### src/hdl/fls_ref_filter.sv
// Force limit selector constants and the analog limit reference low-pass filter
`timescale 1ns/100ps

package fls_pkg;
  // Clock and control cycle
  localparam int CLK_PERIOD_NS = 8;
  localparam int CTRL_PERIOD_US_X100 = 1;
  localparam int CTRL_PERIOD_NS = CTRL_PERIOD_US_X100 * 10000;
  localparam int CTRL_CYCLES = (CTRL_PERIOD_NS + CLK_PERIOD_NS - 1) / CLK_PERIOD_NS;
  // Limit settings, percent of rated force, and filter time constant reset
  localparam int PCT_W = 10;
  localparam logic [9:0] LIMIT_MAX_PCT = 10'h320;
  localparam logic [9:0] EXT_LIMIT_RESET = 10'h064;
  localparam logic [9:0] INT_LIMIT_RESET = 10'h320;
  localparam logic [15:0] FILTER_TC_RESET = 16'h0000;
  // Analog scaling: percent = |ref| * gain >> shift
  localparam int REF_GAIN_SHIFT = 12;
  // Control-option field values
  localparam logic [3:0] OPT_ANALOG_LIMIT = 4'h1;
  localparam logic [3:0] OPT_EXT_ANALOG = 4'h3;
  // Control mode input encoding
  localparam logic [1:0] MODE_SPEED = 2'h0;
  localparam logic [1:0] MODE_POSITION = 2'h1;
  localparam logic [1:0] MODE_FORCE = 2'h2;
  // Filter sequencer states
  typedef enum logic [1:0] {
    FLS_F_IDLE = 2'b01,
    FLS_F_DIV = 2'b10
  } fls_fstate_t;
endpackage

module fls_ref_filter (
  // Clock and reset
  input wire logic clk,
  input wire logic resetn,
  // Sample request and settings
  input wire logic start,
  input wire logic signed [15:0] x,
  input wire logic [15:0] tc,
  // Filtered reference
  output logic signed [15:0] y,
  output logic busy
);

  // ****************************************************************
  // First-order filter, y += (x - y) / (tc + 1) per control cycle
  // ****************************************************************
  // The accumulator keeps 16 fraction bits so long time constants still creep.
  fls_pkg::fls_fstate_t st_q;
  logic signed [31:0] acc_q;
  logic [17:0] rem_q;
  logic [31:0] quo_q;
  logic [16:0] div_q;
  logic [5:0] cnt_q;
  logic neg_q;
  logic signed [32:0] diff;
  logic [17:0] rem_sh;

  assign diff = {x[15], x, 16'h0000} - {acc_q[31], acc_q};
  assign rem_sh = {rem_q[16:0], quo_q[31]};

  // Sequencer and serial restoring divider
  always_ff @(posedge clk or negedge resetn) begin
    if (!resetn) begin
      st_q <= fls_pkg::FLS_F_IDLE;
      acc_q <= 32'sh00000000;
      rem_q <= 18'h00000;
      quo_q <= 32'h00000000;
      div_q <= 17'h00000;
      cnt_q <= 6'h00;
      neg_q <= 1'b0;
    end else begin
      unique case (st_q)
        fls_pkg::FLS_F_IDLE: begin
          if (start && tc == 16'h0000) begin
            acc_q <= {x, 16'h0000};
          end else if (start) begin
            neg_q <= diff[32];
            quo_q <= diff[32] ? 32'(-diff) : diff[31:0];
            rem_q <= 18'h00000;
            div_q <= {1'b0, tc} + 17'h00001;
            cnt_q <= 6'h20;
            st_q <= fls_pkg::FLS_F_DIV;
          end
        end
        fls_pkg::FLS_F_DIV: begin
          if (cnt_q == 6'h00) begin
            acc_q <= neg_q ? acc_q - $signed(quo_q) : acc_q + $signed(quo_q);
            st_q <= fls_pkg::FLS_F_IDLE;
          end else begin
            cnt_q <= cnt_q - 6'h01;
            if (rem_sh >= {1'b0, div_q}) begin
              rem_q <= rem_sh - {1'b0, div_q};
              quo_q <= {quo_q[30:0], 1'b1};
            end else begin
              rem_q <= rem_sh;
              quo_q <= {quo_q[30:0], 1'b0};
            end
          end
        end
      endcase
    end
  end

  // Outputs straight from the accumulator and state flops
  assign y = acc_q[31:16];
  assign busy = st_q == fls_pkg::FLS_F_DIV;
endmodule

### src/hdl/fls_force_limit_selector.sv
// Forward and reverse force limit selection for a linear servo drive
`timescale 1ns/100ps

// How it works
// - Analog limit only in speed or position
// - Analog magnitude limits both directions equally
// - Option one uses analog limit, after restart
// - Combined mode only with option three
// - Combined forward on: min of three limits
// - Combined forward off: internal forward only
// - Combined reverse on: min of three limits
// - Combined reverse off: internal reverse only
// - Signals sharing a terminal are ORed
// - External limits 0 to 800 percent
// - Analog reference filtered, programmable time constant
// - Status output high while force clamped
// - Analog limit scaled by input gain
// - Internal limits 0 to 800 percent
// - Settings above motor maximum use maximum
module fls_force_limit_selector #(
  parameter int SHARED_W = 2,
  parameter int CTRL_CYCLES = fls_pkg::CTRL_CYCLES
) (
  // Clock and reset
  input wire logic clk,
  input wire logic resetn,
  // Control mode and option field
  input wire logic [1:0] ctrl_mode,
  input wire logic [3:0] ctrl_option_select,
  input wire logic restart_in,
  // Host limit inputs and other signals on the same terminals
  input wire logic fwd_ext_limit_in,
  input wire logic rev_ext_limit_in,
  input wire logic [SHARED_W-1:0] fwd_shared_in,
  input wire logic [SHARED_W-1:0] rev_shared_in,
  // Limit settings, percent of rated force
  input wire logic [9:0] fwd_internal_limit_setting,
  input wire logic [9:0] rev_internal_limit_setting,
  input wire logic [9:0] fwd_external_limit_setting,
  input wire logic [9:0] rev_external_limit_setting,
  input wire logic [9:0] motor_max_pct,
  // Analog limit reference and its settings
  input wire logic signed [15:0] analog_ref,
  input wire logic [15:0] ref_input_gain,
  input wire logic [15:0] ref_filter_time_const,
  // Commanded force, signed percent
  input wire logic signed [11:0] force_cmd_pct,
  // Results
  output logic [9:0] fwd_limit_q,
  output logic [9:0] rev_limit_q,
  output logic force_limited_out,
  output logic ctrl_tick_q
);

  // Refuse widths and rates the divider and filter cannot serve
  if (SHARED_W < 1 || CTRL_CYCLES < 40 || CTRL_CYCLES > 65535) begin : g_bad_params
    $error("fls_force_limit_selector: unsupported parameter values");
  end

  // ****************************************************************
  // Helpers
  // ****************************************************************
  function automatic logic [9:0] min2(input logic [9:0] a, input logic [9:0] b);
    min2 = (a < b) ? a : b;
  endfunction

  // ****************************************************************
  // Control cycle tick
  // ****************************************************************
  logic [15:0] tick_cnt_q;

  // Free-running divider sets the recompute rate
  always_ff @(posedge clk or negedge resetn) begin
    if (!resetn) begin
      tick_cnt_q <= 16'h0000;
      ctrl_tick_q <= 1'b0;
    end else if (tick_cnt_q == 16'(CTRL_CYCLES - 1)) begin
      tick_cnt_q <= 16'h0000;
      ctrl_tick_q <= 1'b1;
    end else begin
      tick_cnt_q <= tick_cnt_q + 16'h0001;
      ctrl_tick_q <= 1'b0;
    end
  end

  // ****************************************************************
  // Option field, taken at the first clock after reset and at restart
  // ****************************************************************
  // A live option change mid-motion would jump the limit, so it waits for restart.
  logic [3:0] opt_q;
  logic opt_load_q;

  always_ff @(posedge clk or negedge resetn) begin
    if (!resetn) begin
      opt_q <= 4'h0;
      opt_load_q <= 1'b1;
    end else begin
      opt_load_q <= 1'b0;
      if (opt_load_q || restart_in) begin
        opt_q <= ctrl_option_select;
      end
    end
  end

  // ****************************************************************
  // Analog limit path
  // ****************************************************************
  logic signed [15:0] ref_filt;
  logic filt_busy;

  fls_ref_filter u_filter (
    .clk(clk),
    .resetn(resetn),
    .start(ctrl_tick_q),
    .x(analog_ref),
    .tc(ref_filter_time_const),
    .y(ref_filt),
    .busy(filt_busy)
  );

  logic [15:0] ref_mag;
  logic [31:0] ref_prod;
  logic [31:0] ref_scaled;
  logic [9:0] analog_pct;

  // Sign dropped, then gain applied; the most negative code gives a magnitude of 32768
  assign ref_mag = ref_filt[15] ? 16'(-ref_filt) : ref_filt;
  assign ref_prod = ref_mag * ref_input_gain;
  assign ref_scaled = ref_prod >> fls_pkg::REF_GAIN_SHIFT;
  assign analog_pct = (ref_scaled > 32'(fls_pkg::LIMIT_MAX_PCT)) ?
                      fls_pkg::LIMIT_MAX_PCT : ref_scaled[9:0];

  // ****************************************************************
  // Limit selection
  // ****************************************************************
  logic fwd_on;
  logic rev_on;
  logic analog_ok;
  logic [9:0] max_c;
  logic [9:0] fwd_int_c;
  logic [9:0] rev_int_c;
  logic [9:0] fwd_ext_c;
  logic [9:0] rev_ext_c;
  logic [9:0] fwd_c;
  logic [9:0] rev_c;

  // Terminal level is the OR of every logical signal placed on it
  assign fwd_on = fwd_ext_limit_in | (|fwd_shared_in);
  assign rev_on = rev_ext_limit_in | (|rev_shared_in);
  assign analog_ok = ctrl_mode != fls_pkg::MODE_FORCE;
  // Settings capped at 800 percent and at the motor maximum
  assign max_c = min2(motor_max_pct, fls_pkg::LIMIT_MAX_PCT);
  assign fwd_int_c = min2(fwd_internal_limit_setting, max_c);
  assign rev_int_c = min2(rev_internal_limit_setting, max_c);
  assign fwd_ext_c = min2(fwd_external_limit_setting, max_c);
  assign rev_ext_c = min2(rev_external_limit_setting, max_c);

  // Candidate per direction from option, mode and limit inputs
  always_comb begin
    fwd_c = fwd_int_c;
    rev_c = rev_int_c;
    if (opt_q == fls_pkg::OPT_ANALOG_LIMIT && analog_ok) begin
      fwd_c = min2(fwd_int_c, analog_pct);
      rev_c = min2(rev_int_c, analog_pct);
    end else if (opt_q == fls_pkg::OPT_EXT_ANALOG && analog_ok) begin
      fwd_c = fwd_on ? min2(analog_pct, min2(fwd_int_c, fwd_ext_c)) : fwd_int_c;
      rev_c = rev_on ? min2(analog_pct, min2(rev_int_c, rev_ext_c)) : rev_int_c;
    end else if (opt_q != fls_pkg::OPT_ANALOG_LIMIT) begin
      fwd_c = fwd_on ? min2(fwd_int_c, fwd_ext_c) : fwd_int_c;
      rev_c = rev_on ? min2(rev_int_c, rev_ext_c) : rev_int_c;
    end
  end

  // ****************************************************************
  // Registered results, updated once per control cycle
  // ****************************************************************
  logic clamp_c;

  assign clamp_c = (!force_cmd_pct[11] && force_cmd_pct > $signed({2'b00, fwd_c})) ||
                   (force_cmd_pct[11] && -force_cmd_pct > $signed({2'b00, rev_c}));

  // Limits held between ticks so the force loop sees a stable clamp
  always_ff @(posedge clk or negedge resetn) begin
    if (!resetn) begin
      fwd_limit_q <= fls_pkg::INT_LIMIT_RESET;
      rev_limit_q <= fls_pkg::INT_LIMIT_RESET;
      force_limited_out <= 1'b0;
    end else if (ctrl_tick_q) begin
      fwd_limit_q <= fwd_c;
      rev_limit_q <= rev_c;
      force_limited_out <= clamp_c;
    end
  end
endmodule

### config.mk
export PLATFORM = sky130hd
export DESIGN_NAME = fls_force_limit_selector
export DESIGN_NICKNAME = d
export VERILOG_FILES = /design/src/hdl/fls_ref_filter.sv /design/src/hdl/fls_force_limit_selector.sv
export SDC_FILE = /design/constraint.sdc
export NUM_CORES = 1
export LEC_CHECK = 0
export ABC_AREA = 1
export BUFFER_PORTS_ARGS = -buffer_cell sky130_fd_sc_hd__buf_2
export CAP_MARGIN = 10
export CORE_ASPECT_RATIO = 0.6
export CORE_MARGIN = 1
export CORE_UTILIZATION = 46
export CTS_CLUSTER_DIAMETER = 40
export DETAILED_ROUTE_END_ITERATION = 8
export HOLD_SLACK_MARGIN = 0.12
export REMOVE_ABC_BUFFERS = 1
export SLEW_MARGIN = 10
export SYNTH_ARGS = -nofsm -noshare
export SYNTH_HDL_FRONTEND = slang
export SYNTH_SLANG_ARGS = --single-unit
### constraint.sdc
create_clock -name clk -period 23 [get_ports clk]
set_input_delay 4.6 -clock clk [delete_from_list [all_inputs] [get_ports clk]]
set_output_delay 4.6 -clock clk [all_outputs]
set_load 0.02 [all_outputs]
==> run_results.csv, run 1 <==
group,metric,value,unit
power_and_ir_drop,p_int,513,uW
placed_design,gp_congestion,0.998,
setup_path,crit_path_start_kind,"input pin",
global_routing,grt_max_degree,83,
power_and_ir_drop,power,826,uW
synth,yosysTopAreaCellShare,0.154,
timing,slew_violations,0,
setup_path,cpMostUsedCell,"nand2_1",
synth,yosysWarningCount,0,
power_and_ir_drop,power_frac_comb,0.329,
power_and_ir_drop,p_clk_frac,0.349,
routing,wl_met2,29.1,mm
clock_tree,post_cts_buffers,0,
timing,hold_violations,0,
layout,stdcell_area,27400,um2
placed_design,hpwl,64.6,mm
floorplan,core,54300,um2
synth,synthCells,3696,
timing,rsz0062_at_grt,"no",
synth,async_flop_share,1.00,
timing,setup_tns,0,ns
setup_path,cp.arrival,15.04,ns
timing,fin_crit_sh,0.639,
floorplan,ios,147,
power_and_ir_drop,p_sw,313,uW
clock_tree,htree_levels,4,
placed_design,place_area,26800,um2
routing,vias,24100,
worst_hold_path,min_path_type,"reg -> reg",
clock_tree,ctsRootBufferMaster,"clkbuf_16",
layout,nNetsFinal,4393,
layout,syn_to_final_growth,7.80,%
timing,worst_slew_pin_slew,1.07,ns
floorplan,dieArea,56200,um2
routing,firstDrtPassIters,6,
routing,drc,0,
flow_run,max_cap_violations,0,
floorplan,initial_utilization,0.467,
setup_path,worst-setup-path-type,"in -> reg",
layout,antennaDiodeCount,0,
clock_tree,clkTransAtPathRegs,0.07,ns
setup_path,max_stage_delay,0.58,ns
placed_design,port_buffers,146,
synth,ys_ff_latch,150,
routing,maxUsedRoutingLayer,"met4",
status,status,"finished clean",
routing,totalWireLength,78.7,mm
floorplan,dieHeight,184,um
synth,yosysTopAreaCell,"fa_1",
timing,relSlewSlack,0.265,
routing,via_per_inst,5.33,
timing,hold_ws,0.478,ns
power_and_ir_drop,leakage,14.6,nW
global_routing,grt_overflow,0,
layout,fillerInstances,5628,
global_routing,antenna_found_initial,1,
power_and_ir_drop,vdd_drop_max,0.0484,mV
timing,post-route-min-period,14.69,ns
routing,met3_length,6.92,mm
setup_path,slowest_stage,"fa_1",
power_and_ir_drop,power_frac_seq,0.322,
power_and_ir_drop,sw_frac_of_total,0.379,
clock_tree,cts_tree,"yes",
clock_tree,clk_path_buf_depth,2,
timing,fmax,68.1,MHz
setup_path,r2r_setup_slack,10.32,ns
clock_tree,insertion_delay,0.45,ns
clock_tree,cts_sinks,150,
routing,routedWlPerCell,17.4,um
clock_tree,cts_buffers,17,
timing,setup_viol,0,
synth,ys_seq_area_frac,0.148,
routing,wl_met1,42.2,mm
synth,synth_area,25400,um2
floorplan,rows,66,
setup_path,path_max_fanout,20,
global_routing,grt_pass1_wl,127,mm
global_routing,grt_pass1_vias,22600,
layout,finalCoreUtilization,0.504,
synth,synth-edff-count,0,
global_routing,grt_usage,0.287,
synth,ys.flop_type,"dfrtp_1",
timing,clock-skew-final,0.0158,ns
synth,synthDistinctLibCells,71,
layout,drive_gt1_frac,0.0844,
clock_tree,hold_buffers,0,
routing,drt_iter0_drc,2398,
setup_path,cp.required,23.34,ns
power_and_ir_drop,powerDensity,30.2,nW/um2
synth,syn_avg_cell_area,6.87,um2
synth,synthTopCellsByArea,"fa_1 15%, dfrtp_1 14%, ha_1 14%",
setup_path,end_kind,"flop",
floorplan,die_w,305,um
routing,antenna_left,0,
clock_tree,post_cts_resized,0,
power groups by stage:
stage          logic, mW  clock network [mW]  registers (mW)
5_1_grt            0.308               0.305           0.266
2_1_floorplan      0.175                   0           0.271
3_5_place_dp       0.267                   0           0.270
3_3_place_gp       0.267                   0           0.271
6_report           0.272               0.288           0.265
4_1_cts            0.268               0.293           0.265
cells in the mapped netlist, types with 7 or more instances:
cell / instances
dfrtp_1: 142
o221ai_1: 7
o21ai_1: 60
o21ai_0: 276
a21oi_1: 221
inv_1: 682
or2_2: 13
clkinv_1: 11
ha_1: 283
nand3_1: 109
inv_2: 21
xor2_1: 99
clkbuf_1: 74
a31oi_1: 14
o22ai_1: 32
o21ai_2: 11
a211oi_1: 9
nor3_1: 43
nand2_2: 22
o211ai_1: 17
xnor2_1: 22
o21bai_1: 12
nand2_1: 777
nor2_1: 365
fa_1: 195
nor4_1: 20
dfstp_2: 8
nand4_1: 34
state kept, by name, summed over array words and instances, names as in the netlist:
signal and flops:
opt_load_q 1, u_filter.acc_q 32, ctrl_tick_q 1, u_filter.neg_q 1, u_filter.st_q 2, u_filter.rem_q 17
opt_q 4, u_filter.cnt_q 6, force_limited_out 1, tick_cnt_q 16, u_filter.div_q 17, fwd_limit_q 10
u_filter.quo_q 32, rev_limit_q 10
layer usage:
layer  global-route usage  vias up
met5                    0        -
met4               0.0295        0
met3               0.0580       42
met2                0.380      857
met1                0.474    11100
li1                     -    12000
final cells by class:
| cell class | instances | area, um2 | share of cell area |
|---|---|---|---|
| inverters | 714 | 2680 | 0.0979 |
| repair buffers | 168 | 902 | 0.0330 |
| flip-flops and latches | 150 | 3760 | 0.137 |
| clock inverters | 13 | 134 | 0.00489 |
| clock buffers | 19 | 453 | 0.0165 |
| well taps | 714 | 893 | 0.0326 |
| multi-input cells | 2739 | 18600 | 0.678 |
cell usage in the layout (no fill, tap or decap), types with 5 or more instances in the layout:
| master | count |
|---|---|
| a211oi_1 | 9 |
| a21oi_1 | 221 |
| a21oi_2 | 5 |
| a31oi_1 | 14 |
| buf_2 | 145 |
| buf_4 | 22 |
| clkbuf_16 | 17 |
| clkinv_1 | 11 |
| dfrtp_1 | 142 |
| dfstp_2 | 8 |
| fa_1 | 195 |
| ha_1 | 283 |
| inv_1 | 681 |
| inv_2 | 22 |
| inv_6 | 5 |
| mux2_2 | 6 |
| nand2_1 | 777 |
| nand2_2 | 22 |
| nand2_4 | 5 |
| nand3_1 | 109 |
| nand3b_1 | 6 |
| nand4_1 | 34 |
| nor2_1 | 364 |
| nor3_1 | 43 |
| nor4_1 | 20 |
| o211ai_1 | 17 |
| o21ai_0 | 276 |
| o21ai_1 | 60 |
| o21ai_2 | 11 |
| o21bai_1 | 12 |
| o221ai_1 | 7 |
| o22ai_1 | 32 |
| o31ai_1 | 5 |
| or2_2 | 13 |
| xnor2_1 | 22 |
| xor2_1 | 99 |
cell families (layout without fill, tap and decap cells):
logic type	after synthesis	in the layout	synth area share
simple gates	1427	1427	0.237
other cells	1	1	0.000148
xor+xnor	122	122	0.0424
compound gates	705	705	0.155
flops	150	150	0.148
mux	6	6	0.00266
fa+ha+maj	478	478	0.293
buf+inv	807	914	0.122
critical path: cells and delay by family:
| family | cells | cell delay [ns] |
|---|---|---|
| AOI/OAI and AO/OA | 10 | 1.83 |
| adders and majority gates | 9 | 4.19 |
| buffers and inverters | 10 | 1.11 |
| and+or+nand+nor | 22 | 3.26 |
stage by stage:
| step | worst slack (ns) | instances |
|---|---|---|
| CTS | 8.60 | 4517 |
| finish | 8.31 | 4517 |
| detailed placement | 8.14 | 4485 |
| floorplan | 9.88 | 3603 |
| global route | 7.58 | 4517 |
| global placement | 8.22 | 4485 |
path summary, 6_finish.rpt:
check | startpoint | end | cells after the start
max | ref_input_gain[6] | force_limited_out | 51
min in group asynchronous | resetn | u_filter.div_q[12] | 1
min | fwd_limit_q[9] | fwd_limit_q[9] | 2
min reg2reg | fwd_limit_q[9] | fwd_limit_q[9] | 2
max reg2reg | u_filter.acc_q[17] | force_limited_out | 59
max in group asynchronous | resetn | u_filter.quo_q[17] | 2
No activity file was read; power rests on OpenSTA's default activity.
==> run 2: changes to the inputs <==
--- a/config.mk
+++ b/config.mk
@@ -5,7 +5,7 @@
 export SDC_FILE = /design/constraint.sdc
 export NUM_CORES = 1
 export LEC_CHECK = 0
-export ABC_AREA = 1
+export ABC_AREA = 0
 export BUFFER_PORTS_ARGS = -buffer_cell sky130_fd_sc_hd__buf_2
 export CAP_MARGIN = 10
 export CORE_ASPECT_RATIO = 0.6
@@ -14,6 +14,7 @@
 export CTS_CLUSTER_DIAMETER = 40
 export DETAILED_ROUTE_END_ITERATION = 8
 export HOLD_SLACK_MARGIN = 0.12
+export PLACE_DENSITY = 0.65
 export REMOVE_ABC_BUFFERS = 1
 export SLEW_MARGIN = 10
 export SYNTH_ARGS = -nofsm -noshare
==> constraint.sdc (replaced) <==
create_clock -name clk -period 12.6 [get_ports clk]
set_input_delay 2.52 -clock clk [delete_from_list [all_inputs] [get_ports clk]]
set_output_delay 2.52 -clock clk [all_outputs]
set_load 0.02 [all_outputs]
==> run 2 against run 1 <==
Net effect:
- the run now ends with design-rule violations left
- via count is 2.3% lower
- die area is 2.2% lower
- global-route usage is 0.34 points lower
- first-iteration DRC count is 9.5% lower
- wire length is 0.52% lower
- clock skew is 0.0034 ns lower
- setup slack worse by 8.0 ns
- critical path depth is 2 higher
- clock-buffer cell count is 2 lower
- highest routed layer unchanged
==> run_results.csv, run 2 <==
group,metric,value,unit
routing,totalWireLength,78.3,mm
synth,synth_area,24800,um2
routing,antenna_left,0,
global_routing,grt_pass1_vias,23000,
synth,async_flop_share,1.00,
timing,clock-skew-final,0.0125,ns
floorplan,rows,65,
synth,synthDistinctLibCells,91,
timing,relSlewSlack,0.258,
layout,stdcell_count,4088,
routing,drt_iter0_drc,2170,
worst_hold_path,min_path_type,"reg -> reg",
placed_design,port_buffers,146,
setup_path,cp.arrival,12.67,ns
placed_design,place_area,27600,um2
layout,finalCoreUtilization,0.548,
worst_hold_path,hold_start,"rev_limit_q[5]",
setup_path,crit_path_start_kind,"input pin",
floorplan,die_w,302,um
clock_tree,clkTransAtPathRegs,0.07,ns
synth,synthCells,3095,
synth,yosysTopAreaCell,"fa_1",
global_routing,antenna_found_initial,0,
floorplan,core,52900,um2
layout,top_regs,"u_filter.acc_q (32), u_filter.quo_q (32)",
clock_tree,cts_buffers,17,
routing,vias,23500,
timing,hold_violations,0,
timing,setup_tns,0,ns
clock_tree,ctsRootBufferMaster,"clkbuf_16",
setup_path,max_stage_delay,0.56,ns
timing,fmax,81.1,MHz
clock_tree,clk_path_buf_depth,2,
layout,drive_gt1_frac,0.173,
setup_path,r2r_start,"u_filter.acc_q[21]",
global_routing,grt_overflow,0,
setup_path,cp.required,12.94,ns
setup_path,setup.worst_path.start,"ref_input_gain[4]",
setup_path,path_max_fanout,10,
timing,worst_slew_pin_slew,1.11,ns
floorplan,initial_utilization,0.469,
layout,mostFrequentLayoutCells,"363 x inv_1, 337 x nand2_1, 267 x ha_1",
global_routing,grt_usage,0.284,
synth,yosysMostFrequentCell,"inv_1",
clock_tree,cts_sinks,150,
flow_run,max_cap_violations,0,
setup_path,end_kind,"flop",
timing,post-route-min-period,12.34,ns
synth,synthTopCellsByCount,"390 x inv_1, 345 x nand2_1, 283 x ha_1",
clock_tree,htree_levels,4,
placed_design,gp_congestion,0.972,
routing,firstDrtPassIters,8,
layout,antennaDiodeCount,0,
routing,drc,4,
timing,fin_crit_sh,0.979,
placed_design,hpwl,63.6,mm
synth,ys_ff_latch,150,
setup_path,cpMostUsedCell,"a21o_1",
layout,layout_commonest_cell,"inv_1",
synth,synth-edff-count,0,
floorplan,dieArea,54900,um2
status,violations,"design-rule violations",
setup_path,slowest_stage,"fa_1",
status,status,"finished, violations left",
layout,syn_to_final_growth,16.8,%
routing,via_per_inst,5.75,
timing,slew_violations,0,
synth,synthTopCellsByArea,"fa_1 16%, dfrtp_1 14%, ha_1 14%",
timing,setup_viol,0,
synth,ys_seq_area_frac,0.152,
setup_path,worst-setup-path-type,"in -> reg",
global_routing,grt_pass1_wl,125,mm
clock_tree,cts_tree,"yes",
clock_tree,insertion_delay,0.44,ns
synth,syn_avg_cell_area,8.02,um2
synth,yosysWarningCount,0,
layout,nNetsFinal,3975,
placed_design,dp.cells,4047,
global_routing,grt_max_degree,91,
floorplan,ios,147,
layout,stdcell_area,29000,um2
floorplan,dieHeight,182,um
synth,yosysTopAreaCellShare,0.157,
synth,ys.flop_type,"dfrtp_1",
routing,routedWlPerCell,19.1,um
run 2: stage by stage:
step                      hold WS (ns)  setup slack (ns)
after CTS                        0.490           0.00291
after global placement           0.467            -0.496
after detailed placement         0.478            -0.593
after floorplan                  0.443           -0.0735
final                            0.483             0.264
after global routing             0.509            -0.178
run 2: kinds of logic after synthesis:
kind of cell	share of synthesized area
buf+inv	0.0766
fa+ha+maj	0.300
simple gates	0.198
other cells	0.000151
flops	0.152
mux	0.0371
xor+xnor	0.0592
compound gates	0.177
run 2: final timing paths:
check                                     endpoint  slack [ns]  depth (start not counted)
worst min-delay path                rev_limit_q[5]        0.48                          2
worst max-delay path             force_limited_out        0.26                         53
min in group asynchronous       u_filter.quo_q[30]        2.13                          1
worst min register to register      rev_limit_q[5]        0.48                          2
worst max register to register   force_limited_out        0.49                         56
max in group asynchronous           fwd_limit_q[7]        9.09                          2
run 2: metal layers:
| metal | share of wire | up-vias | global-route usage |
|---|---|---|---|
| li1 | - | 11100 | - |
| met1 | 0.48 | 11500 | 0.436 |
| met2 | 0.43 | 862 | 0.420 |
| met3 | 0.080 | 55 | 0.0470 |
| met4 | 0.0068 | 0 | 0.0396 |
| met5 | 0 | - | 0 |
run 2: what timing repair did:
item                                    in CTS  in global routing
setup buffers                                2                  6
pin swaps                                   27                114
endpoints found under the setup margin       1                  1
gates resized for setup                     33                166
hold buffers                                 0                  0
run 2: area by class of cell:
class | instances | area, um2
Multi-Input combinational cell | 2446 | 19800
Sequential cell | 150 | 3760
Timing Repair Buffer | 366 | 2530
Tap cell | 703 | 880
Clock buffer | 17 | 425
Fill cell | 4823 | 24000
Clock inverter | 15 | 160
Inverter | 391 | 1470
run 2: worst max-delay path, delay by kind of cell:
| family | cells | cell delay, ns |
|---|---|---|
| buf+inv | 8 | 0.79 |
| mux | 1 | 0.16 |
| simple gates | 14 | 2.31 |
| fa+ha+maj | 9 | 3.60 |
| compound gates | 21 | 3.29 |
Power of run 2 is left out: the tool's default activity adds up to more than one toggle a clock period on the data nets, which glitch-free logic cannot reach.
